--- config.mk ---
export PLATFORM = sky130hd
export DESIGN_NAME = ptem_top
export DESIGN_NICKNAME = d
export VERILOG_FILES = /design/src/include/ptem_pkg.sv /design/src/hw/ptem_top.sv
export SDC_FILE = /design/constraint.sdc
export NUM_CORES = 1
export LEC_CHECK = 0
export ABC_AREA = 1
export BUFFER_PORTS_ARGS = -buffer_cell sky130_fd_sc_hd__buf_2
export CORE_MARGIN = 5
export CORE_UTILIZATION = 55
export CTS_CLUSTER_SIZE = 12
export DETAILED_ROUTE_END_ITERATION = 7
export PLACE_DENSITY = 0.77
export SYNTH_ARGS = -nofsm -noshare
export SYNTH_HDL_FRONTEND = slang
export SYNTH_SLANG_ARGS = --single-unit
--- constraint.sdc ---
create_clock -name aclk -period 5 [get_ports aclk]
set_input_delay 0 -clock aclk [delete_from_list [all_inputs] [get_ports aclk]]
set_output_delay 0 -clock aclk [all_outputs]
set_load 0.05 [all_outputs]
--- src/include/ptem_pkg.sv ---
// Package with constants, state codes and state record of the tag encoder and modulator.
package ptem_pkg;

    // Register byte offsets on the AXI4-Lite bus.
    localparam logic [7:0] OFS_CONFIG      = 8'h00;
    localparam logic [7:0] OFS_CONFIG_LOAD = 8'h04;
    localparam logic [7:0] OFS_STATUS      = 8'h08;
    localparam logic [7:0] OFS_ARRAY_0     = 8'h10;
    localparam logic [7:0] OFS_ARRAY_3     = 8'h1C;

    // Configuration word field positions.
    localparam int POS_LEN      = 0;
    localparam int POS_RATE_LO  = 1;
    localparam int POS_ENC_LO   = 5;
    localparam int POS_MOD_LO   = 7;
    localparam int POS_RESERVED = 10;
    localparam int POS_LOCK     = 11;

    // Rate field codes, high bit first, and their carrier cycles per bit.
    localparam logic [2:0] RATE_CODE_32 = 3'h6;
    localparam logic [2:0] RATE_CODE_40 = 3'h4;
    localparam logic [2:0] RATE_CODE_50 = 3'h5;
    localparam logic [7:0] DIVIDE_32_RATE          = 8'h20;
    localparam logic [7:0] DIVIDE_40_RATE          = 8'h28;
    localparam logic [7:0] DIVIDE_50_RATE          = 8'h32;
    localparam logic [7:0] DIVIDE_128_DEFAULT_RATE = 8'h80;

    // Encoding and modulation field codes.
    localparam logic [1:0] ENC_NRZ_LEVEL   = 2'h0;
    localparam logic [1:0] ENC_MANCHESTER  = 2'h1;
    localparam logic [1:0] ENC_DIFF_BIPHASE = 2'h2;
    localparam logic [1:0] ENC_INV_MANCH   = 2'h3;
    localparam logic [1:0] MOD_FSK                   = 2'h0;
    localparam logic [1:0] MOD_PHASE_FLIP_ON_DATA_CHANGE = 2'h1;
    localparam logic [1:0] MOD_ASK                   = 2'h2;
    localparam logic [1:0] MOD_PHASE_FLIP_ON_ONE     = 2'h3;

    // FSK group lengths in carrier cycles.
    localparam logic [3:0] FSK_GROUP_HIGH = 4'hA;
    localparam logic [3:0] FSK_GROUP_LOW  = 4'h8;

    // Frame lengths, last bit index.
    localparam logic [6:0] LAST_BIT_96  = 7'h5F;
    localparam logic [6:0] LAST_BIT_128 = 7'h7F;

    // Values after reset, and the error response code.
    localparam logic [127:0] ARRAY_BLANK   = {128{1'b1}};
    localparam logic [1:0]   RESP_OKAY     = 2'h0;
    localparam logic [1:0]   RESP_SLVERR   = 2'h2;

    typedef enum logic [5:0] {
        ST_POR    = 6'h01,
        ST_NATIVE = 6'h02,
        ST_BLANK  = 6'h04,
        ST_PROG   = 6'h08,
        ST_ECHO   = 6'h10,
        ST_READ   = 6'h20
    } ptem_state_type;

    typedef struct packed {
        logic [2:0]     car_sync;
        logic           car_lvl;
        logic [2:0]     fld_sync;
        logic           fld_lvl;
        logic [2:0]     pwr_sync;
        logic           pwr_lvl;
        logic [2:0]     dat_sync;
        logic           dat_lvl;
        ptem_state_type state;
        logic           seen_gap;
        logic [11:0]    cfg;
        logic [127:0]   mem;
        logic [6:0]     bit_idx;
        logic [7:0]     cyc_cnt;
        logic [3:0]     grp_cnt;
        logic           dlev;
        logic           enc;
        logic           phase;
        logic           ptog;
        logic           damp;
        logic           aw_got;
        logic [7:0]     awaddr;
        logic           w_got;
        logic [31:0]    wdata;
        logic [3:0]     wstrb;
        logic           bvalid;
        logic [1:0]     bresp;
        logic           rvalid;
        logic [31:0]    rdata;
        logic [1:0]     rresp;
    } ptem_regs_type;

endpackage

--- src/hw/ptem_top.sv ---
// Tag control logic: carrier timing, array sequencing, encoding, modulation and register slave.
//
// Functional notes
// All timing counted from recovered carrier edges.
// Hold logic reset until supply is good.
// Damping transistor follows the modulation signal.
// Reserved bit reads zero; lock set after programming.
// Locked part refuses all further programming.
// Rate field selects carrier cycles per bit.
// Default and programming period is 128 cycles.
// Configuration timing ignored until lock is set.
// Encoding field selects NRZ, biphase or Manchester.
// Modulation field; ASK drives encoded bit directly.
// FSK high: five undamped, five damped cycles.
// FSK low: four undamped, four damped cycles.
// First PSK flips phase on data change.
// Second PSK flips phase on every one.
// Serial frame of 96 or 128 bits.
// Programming addresses bits one to 128 serially.
// Word bit twelve is MSB, bit one LSB.
// Unlocked part runs native 128, FSK, NRZ.
// Locked part transmits with configured protocol.
// Power-up then gap answers 128 FSK ones.
// After blank check, enter programming mode.
// Echo after pass; field removal sets lock.
// Read mode repeats the frame continuously.
`timescale 1ns/1ps
`default_nettype none

module ptem_top
    import ptem_pkg::*;
#(
    parameter logic [11:0] FACTORY_CONFIG = 12'h000
) (
    input  wire logic        aclk,
    input  wire logic        aresetn,
    input  wire logic        carrier_clock,
    input  wire logic        field_present,
    input  wire logic        supply_good,
    input  wire logic        program_data,
    output logic             damping_on,
    input  wire logic [7:0]  s_axi_awaddr,
    input  wire logic        s_axi_awvalid,
    output logic             s_axi_awready,
    input  wire logic [31:0] s_axi_wdata,
    input  wire logic [3:0]  s_axi_wstrb,
    input  wire logic        s_axi_wvalid,
    output logic             s_axi_wready,
    output logic [1:0]       s_axi_bresp,
    output logic             s_axi_bvalid,
    input  wire logic        s_axi_bready,
    input  wire logic [7:0]  s_axi_araddr,
    input  wire logic        s_axi_arvalid,
    output logic             s_axi_arready,
    output logic [31:0]      s_axi_rdata,
    output logic [1:0]       s_axi_rresp,
    output logic             s_axi_rvalid,
    input  wire logic        s_axi_rready
);
    import ptem_pkg::*;

    // The array and the configuration word model non-volatile cells, so only the
    // chip-level reset touches them; the field power-on reset leaves them alone.
    localparam ptem_regs_type REGS_RESET = '{
        car_sync: 3'h0, car_lvl: 1'b0, fld_sync: 3'h0, fld_lvl: 1'b0,
        pwr_sync: 3'h0, pwr_lvl: 1'b0, dat_sync: 3'h0, dat_lvl: 1'b0,
        state: ST_POR, seen_gap: 1'b0,
        cfg: {1'b0, 1'b0, FACTORY_CONFIG[9:0]},
        mem: ARRAY_BLANK, bit_idx: 7'h00, cyc_cnt: 8'h00, grp_cnt: 4'h0,
        dlev: 1'b0, enc: 1'b0, phase: 1'b0, ptog: 1'b0, damp: 1'b0,
        aw_got: 1'b0, awaddr: 8'h00, w_got: 1'b0, wdata: 32'h0000_0000, wstrb: 4'h0,
        bvalid: 1'b0, bresp: RESP_OKAY, rvalid: 1'b0, rdata: 32'h0000_0000, rresp: RESP_OKAY
    };

    ptem_regs_type r_reg;
    ptem_regs_type r_next;

    logic       car_rise;
    logic       locked;
    logic       sending;
    logic [7:0] period;
    logic [6:0] last_bit;
    logic [7:0] n_cyc;
    logic [6:0] n_idx;
    logic       bit_end;
    logic       n_data;
    logic       half2;
    logic       n_dlev;
    logic       n_enc;
    logic [1:0] enc_sel;
    logic [1:0] mod_sel;
    logic [3:0] grp_len;
    logic [3:0] n_grp;
    logic       fsk_out;
    logic       n_phase;
    logic       n_ptog;
    logic [11:0] cfg_view;

    ////////////////////////////////////////////////////////////////////////////////
    // Bit timing and modulation.
    always_comb begin
        r_next = r_reg;

        // Three-stage synchronisers; a level is accepted once stages two and three agree.
        r_next.car_sync = {r_reg.car_sync[1:0], carrier_clock};
        r_next.fld_sync = {r_reg.fld_sync[1:0], field_present};
        r_next.pwr_sync = {r_reg.pwr_sync[1:0], supply_good};
        r_next.dat_sync = {r_reg.dat_sync[1:0], program_data};
        if (r_reg.car_sync[1] == r_reg.car_sync[2]) begin
            r_next.car_lvl = r_reg.car_sync[2];
        end
        if (r_reg.fld_sync[1] == r_reg.fld_sync[2]) begin
            r_next.fld_lvl = r_reg.fld_sync[2];
        end
        if (r_reg.pwr_sync[1] == r_reg.pwr_sync[2]) begin
            r_next.pwr_lvl = r_reg.pwr_sync[2];
        end
        if (r_reg.dat_sync[1] == r_reg.dat_sync[2]) begin
            r_next.dat_lvl = r_reg.dat_sync[2];
        end
        car_rise = (r_reg.car_sync[1] == r_reg.car_sync[2]) && r_reg.car_sync[2] && !r_reg.car_lvl;

        locked = r_reg.cfg[POS_LOCK];
        // Configured protocol only once locked; native timing otherwise.
        if (locked && r_reg.state == ST_READ) begin
            unique case (r_reg.cfg[POS_RATE_LO +: 3])
                RATE_CODE_32: period = DIVIDE_32_RATE;
                RATE_CODE_40: period = DIVIDE_40_RATE;
                RATE_CODE_50: period = DIVIDE_50_RATE;
                default:      period = DIVIDE_128_DEFAULT_RATE;
            endcase
            enc_sel  = r_reg.cfg[POS_ENC_LO +: 2];
            mod_sel  = r_reg.cfg[POS_MOD_LO +: 2];
            last_bit = r_reg.cfg[POS_LEN] ? LAST_BIT_128 : LAST_BIT_96;
        end else begin
            period   = DIVIDE_128_DEFAULT_RATE;
            enc_sel  = ENC_NRZ_LEVEL;
            mod_sel  = MOD_FSK;
            last_bit = LAST_BIT_128;
        end

        bit_end = (r_reg.cyc_cnt == period - 8'h01);
        n_cyc   = bit_end ? 8'h00 : r_reg.cyc_cnt + 8'h01;
        if (!bit_end) begin
            n_idx = r_reg.bit_idx;
        end else if (r_reg.bit_idx == last_bit) begin
            n_idx = 7'h00;
        end else begin
            n_idx = r_reg.bit_idx + 7'h01;
        end

        n_data = (r_reg.state == ST_BLANK) ? 1'b1 : r_reg.mem[n_idx];
        half2  = (n_cyc >= {1'b0, period[7:1]});
        n_dlev = r_reg.dlev;
        if (n_cyc == 8'h00) begin
            n_dlev = ~n_dlev;
        end
        if (n_cyc == {1'b0, period[7:1]} && !n_data) begin
            n_dlev = ~n_dlev;
        end
        unique case (enc_sel)
            ENC_NRZ_LEVEL:    n_enc = n_data;
            ENC_MANCHESTER:   n_enc = half2 ? ~n_data : n_data;
            ENC_DIFF_BIPHASE: n_enc = n_dlev;
            ENC_INV_MANCH:    n_enc = half2 ? n_data : ~n_data;
        endcase

        // Groups restart at each bit so a bit never begins mid-group.
        grp_len = n_enc ? FSK_GROUP_HIGH : FSK_GROUP_LOW;
        if (n_cyc == 8'h00 || r_reg.grp_cnt >= grp_len - 4'h1) begin
            n_grp = 4'h0;
        end else begin
            n_grp = r_reg.grp_cnt + 4'h1;
        end
        fsk_out = (n_grp >= {1'b0, grp_len[3:1]});

        n_ptog  = ~r_reg.ptog;
        n_phase = r_reg.phase;
        if (mod_sel == MOD_PHASE_FLIP_ON_DATA_CHANGE && n_enc != r_reg.enc) begin
            n_phase = ~n_phase;
        end
        if (mod_sel == MOD_PHASE_FLIP_ON_ONE && n_cyc == 8'h00 && n_enc) begin
            n_phase = ~n_phase;
        end

        sending = (r_reg.state == ST_NATIVE) || (r_reg.state == ST_BLANK) ||
                  (r_reg.state == ST_ECHO) || (r_reg.state == ST_READ);

        if (car_rise) begin
            r_next.cyc_cnt = n_cyc;
            r_next.bit_idx = n_idx;
            r_next.grp_cnt = n_grp;
            r_next.dlev    = n_dlev;
            r_next.enc     = n_enc;
            r_next.phase   = n_phase;
            r_next.ptog    = n_ptog;
            if (!sending) begin
                r_next.damp = 1'b0;
            end else begin
                unique case (mod_sel)
                    MOD_ASK: r_next.damp = n_enc;
                    MOD_FSK: r_next.damp = fsk_out;
                    default: r_next.damp = n_ptog ^ n_phase;
                endcase
            end
        end

        ////////////////////////////////////////////////////////////////////////////
        // Mode sequencing.
        unique case (r_reg.state)
            ST_POR: begin
                r_next.damp     = 1'b0;
                r_next.cyc_cnt  = 8'h00;
                r_next.bit_idx  = 7'h00;
                r_next.grp_cnt  = 4'h0;
                r_next.seen_gap = 1'b0;
                if (r_reg.pwr_lvl) begin
                    r_next.state = locked ? ST_READ : ST_NATIVE;
                end
            end
            ST_NATIVE: begin
                if (!r_reg.fld_lvl) begin
                    r_next.seen_gap = 1'b1;
                end else if (r_reg.seen_gap) begin
                    r_next.state   = ST_BLANK;
                    r_next.cyc_cnt = 8'h00;
                    r_next.bit_idx = 7'h00;
                    r_next.grp_cnt = 4'h0;
                end
            end
            ST_BLANK: begin
                if (car_rise && bit_end && r_reg.bit_idx == LAST_BIT_128) begin
                    r_next.state = ST_PROG;
                end
            end
            ST_PROG: begin
                // Sample mid-bit, well away from the programmer's edges.
                if (car_rise && n_cyc == {1'b0, period[7:1]} && !locked) begin
                    r_next.mem[r_reg.bit_idx] = r_reg.dat_lvl;
                end
                if (car_rise && bit_end && r_reg.bit_idx == LAST_BIT_128) begin
                    r_next.state = ST_ECHO;
                end
            end
            ST_ECHO: begin
                if (car_rise && bit_end && r_reg.bit_idx == LAST_BIT_128) begin
                    r_next.state = ST_PROG;
                end
            end
            ST_READ: begin
            end
        endcase
        if ((r_reg.state == ST_PROG || r_reg.state == ST_ECHO) && !r_reg.fld_lvl) begin
            r_next.cfg[POS_LOCK] = 1'b1;
            r_next.state = ST_POR;
        end
        if (!r_reg.pwr_lvl) begin
            r_next.state = ST_POR;
        end

        ////////////////////////////////////////////////////////////////////////////
        // AXI4-Lite slave.
        cfg_view = r_reg.cfg;
        cfg_view[POS_RESERVED] = 1'b0;
        if (s_axi_awvalid && !r_reg.aw_got && !r_reg.bvalid) begin
            r_next.aw_got = 1'b1;
            r_next.awaddr = s_axi_awaddr;
        end
        if (s_axi_wvalid && !r_reg.w_got && !r_reg.bvalid) begin
            r_next.w_got = 1'b1;
            r_next.wdata = s_axi_wdata;
            r_next.wstrb = s_axi_wstrb;
        end
        if (r_reg.aw_got && r_reg.w_got) begin
            r_next.aw_got = 1'b0;
            r_next.w_got  = 1'b0;
            r_next.bvalid = 1'b1;
            r_next.bresp  = RESP_OKAY;
            if (r_reg.awaddr == OFS_CONFIG_LOAD) begin
                // Only the protocol bits load, and only into an unlocked part.
                if (!locked && r_reg.wstrb[0] && r_reg.wstrb[1]) begin
                    r_next.cfg[9:0] = r_reg.wdata[9:0];
                end
            end else if (r_reg.awaddr != OFS_CONFIG && r_reg.awaddr != OFS_STATUS &&
                         !(r_reg.awaddr >= OFS_ARRAY_0 && r_reg.awaddr <= OFS_ARRAY_3 &&
                           r_reg.awaddr[1:0] == 2'h0)) begin
                r_next.bresp = RESP_SLVERR;
            end
        end
        if (r_reg.bvalid && s_axi_bready) begin
            r_next.bvalid = 1'b0;
        end
        if (r_reg.rvalid && s_axi_rready) begin
            r_next.rvalid = 1'b0;
        end
        if (s_axi_arvalid && !r_reg.rvalid) begin
            r_next.rvalid = 1'b1;
            r_next.rresp  = RESP_OKAY;
            r_next.rdata  = 32'h0000_0000;
            if (s_axi_araddr == OFS_CONFIG) begin
                r_next.rdata = {20'h00000, cfg_view};
            end else if (s_axi_araddr == OFS_CONFIG_LOAD) begin
                r_next.rdata = {22'h000000, r_reg.cfg[9:0]};
            end else if (s_axi_araddr == OFS_STATUS) begin
                r_next.rdata = {16'h0000, r_reg.damp, r_reg.bit_idx, 2'h0, r_reg.state};
            end else if (s_axi_araddr >= OFS_ARRAY_0 && s_axi_araddr <= OFS_ARRAY_3 &&
                         s_axi_araddr[1:0] == 2'h0) begin
                r_next.rdata = r_reg.mem[{s_axi_araddr[3:2], 5'h00} +: 32];
            end else begin
                r_next.rresp = RESP_SLVERR;
            end
        end
    end

    always_ff @(posedge aclk) begin
        if (!aresetn) begin
            r_reg <= REGS_RESET;
        end else begin
            r_reg <= r_next;
        end
    end

    ////////////////////////////////////////////////////////////////////////////////
    // Outputs.
    assign damping_on    = r_reg.damp;
    assign s_axi_awready = !r_reg.aw_got && !r_reg.bvalid;
    assign s_axi_wready  = !r_reg.w_got && !r_reg.bvalid;
    assign s_axi_bvalid  = r_reg.bvalid;
    assign s_axi_bresp   = r_reg.bresp;
    assign s_axi_arready = !r_reg.rvalid;
    assign s_axi_rvalid  = r_reg.rvalid;
    assign s_axi_rdata   = r_reg.rdata;
    assign s_axi_rresp   = r_reg.rresp;

endmodule

`default_nettype wire

==> results by group, run 1 <==
Power and ir drop
  – Power Total: 4.26 mW
  – Leak pwr: between 7 and 8 nW
  – Cell Pwr Density: ~260 mW/mm²
  – Max IR drop VDD: approximately 0.00028 V

Clock network
  – Reg clk slew, reported paths: 60 ps
  – Clock Latency Late Sink: between 500 and 600 ps
  – CTS sink cnt: 244
  – CTS tree: done
  – Total clock buffers created by CTS: 27
  – Root buffer cell: clkbuf_16
  – H-tree depth: 1
  – Clock buffer depth: 3

Critical path
  – Setup slack, reg-to-reg: -770 ps
  – CP Launch Type: register
  – CP dominant cell by count: nand3_2
  – Crit-path max FO: 8
  – R2R depth: 44
  – Crit. Startpoint: r_reg[250]
  – CP max stage delay: 330 ps
  – R2R Path End: damping_on
  – Worst flop-to-flop path startpoint: r_reg[250]
  – Worst EP required: 5410 ps
  – CP max stage cell: dfxtp_2
  – Crit path kind: reg2reg
  – Worst Setup End Kind: register
  – CP arrival: 6180 ps
  – Setup crit end: damping_on

Final layout
  – Max reg flops: 188
  – Cell area after layout: 0.0163 mm²
  – Antenna diodes: 0
  – Layout Cells excl Fill: 2375
  – Layout cell share with drive strength beyond 1: 20.6%
  – Core Util, Final: 69.7%
  – Nets: between 2000 and 2500
  – Area growth, synth to finish: 25.4%

Floorplanning
  – Rows: 56
  – Die area: between 0.02 and 0.03 mm²
  – Width of the die: 164 µm
  – Die Y: ~160 µm
  – IO Pins: 105
  – Initial core utilization: 55.6%
  – Core Footprint: 0.0233 mm²

STA
  – Setup TNS: -1730 ps
  – Fmax: 173 MHz
  – RSZ-0062 raised after global routing: true
  – Period minus WS final: 5770 ps
  – Clock skew: 10.8 ps
  – Fin crit share: 115%
  – Hold Fails Final Rpt: 0
  – Worst setup margin: -768 ps
  – Relative slew slack: 18.4%
  – Final setup violation count: 5
  – Slew Viols, Final: 0
  – Worst-margin pin slew: between 1000 and 1500 ps

Synth
  – Number of flops mapped to enable cells by yosys: 0
  – Syn Inst Count: 1902
  – Top FF cell, synth: dfxtp_1
  – Ys Warns: 0
  – Post-Synthesis Cell Area: 0.0130 mm²
  – Post-synth ARST share: 0%
  – Register area share after synthesis: between 30 and 40%
  – Synth unique cells: 59
  – Avg Cell Area, Syn: 6.82 µm²
  – FF+latch count, synth: around 240

Route
  – DR vias: 14022
  – Final WL: 45000 µm
  – Wire per inst: 19.0 µm
  – Post-DRT Antenna Nets: 0
  – DR pass1 iterations: 6
  – Routed vias/inst: 5.90
  – DRC viols: 0
  – DR iter-0 viols: 1785

Place
  – Hpwl dp: 28300 µm
  – RD Place Congestion: 0.998
  – IO Port Bufs: between 70 and 80
  – Inst Count DP: 2257
  – Dpl cell area: roughly 0.014 mm²

GRT
  – Largest net degree at the start of global routing: 108
  – Overall Global Routing Usage: 32.2%
  – Total congestion overflow: 0
  – Initial antenna violation count: 0
  – First-pass GRT wire length: roughly 70000 µm
  – Vias in the first global route: about 14000

Hold path
  – Cell depth of the worst hold path: 4
  – HP Class: in2reg

Run status
  – Failing checks: setup timing
  – Status: complete, but fails checks

Run
  – Max Cap Viol: 0
power by group:
part           leakage, nW  switching, mW  internal, mW
sequential            1.98         0.0204          1.98
combinational         5.07          0.230         0.103
clock                0.431          0.807          1.11
metrics by stage:
step | hold slack [ps] | setup WS [ps]
final | 97.9 | -768
after CTS | 34.8 | -443
after floorplan | 97.6 | -273
after global placement | 187 | -459
after global routing | 176 | -1090
after detailed placement | 187 | -656
critical path, delay by kind of cell (launching register included):
| family | cells | cell delay (ps) |
|---|---|---|
| AOI/OAI and AO/OA | 5 | 550 |
| xor gates and xnor gates | 1 | 130 |
| adders and majority gates | 3 | 610 |
| buffers and inverters | 7 | 650 |
| DFF | 1 | 330 |
| and+or+nand+nor | 28 | 3360 |
timing repair:
action,in CTS,in global routing
setup endpoints to repair,3,5
pin swaps,27,73
hold endpoints to repair,35,0
resized for setup,65,102
gates cloned,9,1
buffers inserted,17,11
hold buffers,38,0
Yosys cell counts (16+ instances only):
cell type | n | area (µm²)
clkbuf_1 | 75 | 282
o21ai_0 | 237 | 1190
nand3_1 | 161 | 806
o22ai_1 | 56 | 350
nand4_1 | 22 | 138
ha_1 | 16 | 200
clkinv_1 | 19 | 71.3
a21oi_1 | 182 | 911
buf_4 | 39 | 293
nor2_1 | 209 | 785
dfxtp_1 | 244 | 4880
nand2_1 | 230 | 863
inv_1 | 249 | 935
o311ai_0 | 21 | 184
cells in the final DEF, fill, tap and decap left out, drive strengths merged, types with 39 or more instances in the layout:
master,netlist,routed
clkbuf,76,39
a21oi,183,183
nand3,168,169
o21ai,240,240
dfxtp,244,244
nand2,242,243
inv,251,250
buf,65,207
nor2,216,216
o22ai,56,56
area by class of cell:
class	count	area, µm²
Sequential cell	244	4890
Multi-Input combinational cell	1249	7040
Inverter	271	1030
Clock inverter	8	40.0
Clock buffer	38	807
Tap cell	319	399
Timing Repair Buffer	246	2060
Fill cell	1894	7070
cells by family after synthesis:
kind of cell / share of synthesized area (%)
AND/OR/NAND/NOR: 23.4
AO/OA/AOI/OAI: 23.1
buffers and inverters: 13.5
flip-flops: 37.7
adder cells (fa/ha/maj): 1.62
XOR/XNOR: 0.733
other: 0.0289
how the worst min path moves through the flow:
stage	from	to	slack, ps
after floorplan	program_data	r_next[257]	100
after global placement	s_axi_bready	s_axi_bvalid	190
after detailed placement	program_data	r_next[257]	190
after CTS	s_axi_awvalid	r_reg[75]	30
after global routing	s_axi_awvalid	r_reg[75]	180
final	s_axi_awvalid	r_reg[81]	100
per-layer routing:
layer  part of all wire (%)  vias up  routed length, µm  GRT usage (%)
li1                       -     6600                  -              -
met1                     37     6454              16900           38.5
met2                     48      766              21700           56.3
met3                    8.2      202               3690           4.29
met4                    6.2        0               2800           16.6
met5                      0        -                  0              0
No activity file was read; power rests on OpenSTA's default activity.
==> run 2, diff against run 1 <==
Settings changed: SETUP_SLACK_MARGIN set to 0.15.
==> run 2 against run 1 <==
Net effect: highest routed layer unchanged; via count decreased by 0.21%; the flow still finishes with violations (setup timing); largest power group unchanged; cell count grew 0.38%; sequential share of layout area decreased by 0.083 points; critical endpoint unchanged; core utilization increased by 0.19 points; combinational power barely moved; clock-buffer cell count unchanged; clock power hardly changed; power about the same; register-to-register slack improved by 90 ps; sequential power is essentially flat.
==> results by group, run 2 (synthesis results as in run 1) <==
Run status
  – Status: complete, but fails checks (unchanged)
  – Failing checks: setup timing (unchanged)

Floorplanning
  – IO Pins: 105 (unchanged)
  – Core Footprint: 0.0233 mm² (unchanged)
  – Width of the die: 164 µm (unchanged)
  – Die area: 0.0267 mm² (unchanged)
  – Die Y: 164 µm (unchanged)
  – Initial core utilization: 55.6% (unchanged)
  – Rows: 56 (unchanged)

Clock network
  – Root buffer cell: clkbuf_16 (unchanged)
  – CTS sink cnt: 244 (unchanged)
  – CTS tree: done (unchanged)
  – Clock Latency Late Sink: 540 ps (about the same)
  – Reg clk slew, reported paths: 60 ps (about the same)
  – Total clock buffers created by CTS: 27 (unchanged)
  – H-tree depth: 1 (unchanged)
  – Clock buffer depth: 3 (unchanged)

Final layout
  – Layout Cells excl Fill: 2384 (was 2375)
  – Area of the multi-input gates: 0.00696 mm² (was 0.00704 mm²)
  – Commonest cells after routing, fill and taps aside: inv_1 (242), dfxtp_1 (240), o21ai_0 (235) (was inv_1 (242), dfxtp_1 (240), o21ai_0 (234))
  – Max reg flops: 188 (unchanged)
  – Area growth, synth to finish: 25.8% (was 25.4%)
  – Antenna diodes: 0 (unchanged)
  – FILL cells: 1881 (was 1894)
  – Commonest non-fill, non-tap cell in the layout: inv_1 (unchanged)
  – Nets: 2127 (was 2118)
  – Layout cell share with drive strength beyond 1: 20.2% (was 20.6%)
  – FF/Latch Area: 0.00489 mm² (unchanged)
  – Core Util, Final: 69.9% (was 69.7%)

Hold path
  – Cell depth of the worst hold path: 4 (unchanged)
  – HP Class: in2reg (unchanged)

Power and ir drop
  – Clock share of power: 45.0% (was 45.1%)
  – Internal: 3.20 mW (about the same)
  – Switching Share: 24.8% (was 24.9%)
  – Logic pwr share: 7.8% (about the same)
  – Switching pwr: 1.05 mW (was 1.06 mW)
  – Leak pwr: 7.51 nW (was 7.49 nW)
  – Sequential power share: 47.1% (about the same)
  – Cell Pwr Density: 261 mW/mm² (was 262 mW/mm²)
  – Max IR drop VDD: 0.000282 V (was 0.000283 V)

Critical path
  – CP dominant cell by count: nand3_1 (was nand3_2)
  – CP top delay family: simple AND/OR/NAND/NOR gates (unchanged)
  – CP arrival: 6140 ps (was 6180 ps)
  – CP Launch Type: register (unchanged)
  – CP max stage cell: dfxtp_2 (unchanged)
  – Worst EP required: 5470 ps (was 5410 ps)
  – Worst Setup End Kind: register (unchanged)
  – CP max stage delay: 330 ps (about the same)
  – R2R depth: 43 (was 44)
  – Crit path kind: reg2reg (unchanged)
  – Stages on the worst setup path: 43 (was 44)
  – Crit-path max FO: 8 (unchanged)
  – Crit path buffers/inverters: 7 (unchanged)

STA
  – Fmax: 176 MHz (was 173 MHz)
  – Worst-margin pin slew: 1190 ps (was 1220 ps)
  – Fin crit share: 114% (was 115%)
  – Relative slew slack: 20.6% (was 18.4%)
  – Worst setup margin: -677 ps (was -768 ps)
  – RSZ-0062 raised after global routing: true (unchanged)
  – Period minus WS final: 5680 ps (was 5770 ps)
  – Hold_ws: 107 ps (was 97.9 ps)
  – Final setup violation count: 4 (was 5)
  – Clock skew: 12.3 ps (was 10.8 ps)
  – Hold Fails Final Rpt: 0 (unchanged)
  – Slew Viols, Final: 0 (unchanged)

GRT
  – Largest net degree at the start of global routing: 108 (unchanged)
  – Total congestion overflow: 0 (unchanged)
  – First-pass GRT wire length: 70100 µm (was 69800 µm)
  – Overall Global Routing Usage: 32.3% (was 32.2%)
  – Initial antenna violation count: 0 (unchanged)
  – Vias in the first global route: 13689 (was 13650)

Place
  – Inst Count DP: 2257 (unchanged)
  – Hpwl dp: 28300 µm (unchanged)
  – IO Port Bufs: 78 (unchanged)
  – RD Place Congestion: 0.998 (unchanged)

Route
  – Post-DRT Antenna Nets: 0 (unchanged)
  – DR iter-0 viols: 1801 (was 1785)
  – DRC viols: 0 (unchanged)
  – DR pass1 iterations: 8 (was 6)
  – Wire per inst: 18.9 µm (was 19.0 µm)
  – DR vias: 13992 (was 14022)
  – Routed vias/inst: 5.87 (was 5.90)
  – Final WL: 45000 µm (about the same)

Run
  – Max Cap Viol: 0 (unchanged)
run 2: changes by cell type in the layout (fill, tap and decap cells not counted), moves of 2 or more:
cell        previous run  this run
buf_16                 5         7
buf_4                102       107
clkinvlp_4             0         2
nand3_1               80        98
nand3_2               85        68
run 2: final cells by class:
class	count	share of cell area [%]
inverter	271	6.34
sequential	244	30.0
tap	319	2.45
clock inverter	8	0.245
timing repair inverter	1	0.0460
multi-input combinational	1249	42.6
timing repair buffer	254	13.3
clock buffer	38	4.95
run 2: what timing repair did:
| item | 4_1_cts | 5_1_grt |
|---|---|---|
| hold endpoints to repair | 35 | 0 |
| cloned | 9 | 2 |
| gates resized for setup | 104 | 47 |
| setup endpoints to repair | 4 | 9 |
| buffers inserted | 18 | 14 |
| hold buffers | 38 | 0 |
| pin swaps | 32 | 37 |
run 2: per-layer routing:
layer | vias up | track usage (%) | wire length, µm
li1 | 6615 | - | -
met1 | 6413 | 38.8 | 16900
met2 | 773 | 56.3 | 21600
met3 | 191 | 4.01 | 3710
met4 | 0 | 17.3 | 2750
met5 | - | 0 | 0
run 2: path summary, 6_finish.rpt:
kind	from	slack [ps]	end
worst min register to register	r_next[261]	420	r_next[262]
worst min-delay path	s_axi_awvalid	110	r_reg[81]
worst max-delay path	r_reg[250]	-680	damping_on
worst max register to register	r_reg[250]	-680	damping_on
run 2: power groups by stage:
stage	registers [mW]	clock network (mW)	logic, mW
final	2.00	1.92	0.333
after global routing	2.01	2.00	0.358
after CTS	2.00	1.93	0.320
after detailed placement	2.04	0	0.295
after global placement	2.04	0	0.289
after floorplan	2.04	0	0.238
run 2: worst reg2reg max path: cells and delay by family, from the launching register on:
family,cells,cell delay [ps]
flops,1,330
xor+xnor,1,130
simple gates,27,3260
compound gates,5,590
buf+inv,7,610
fa+ha+maj,3,680
run 2: through the flow:
stage	power [mW]	setup TNS [ps]	worst slack, ps	area [µm²]
3_3_place_gp	2.33	-468	-459	13900
6_report	4.25	-1920	-677	16300
2_1_floorplan	2.28	-273	-273	13000
5_1_grt	4.37	-3450	-984	16300
4_1_cts	4.25	-884	-484	15900
3_5_place_dp	2.34	-939	-656	13900
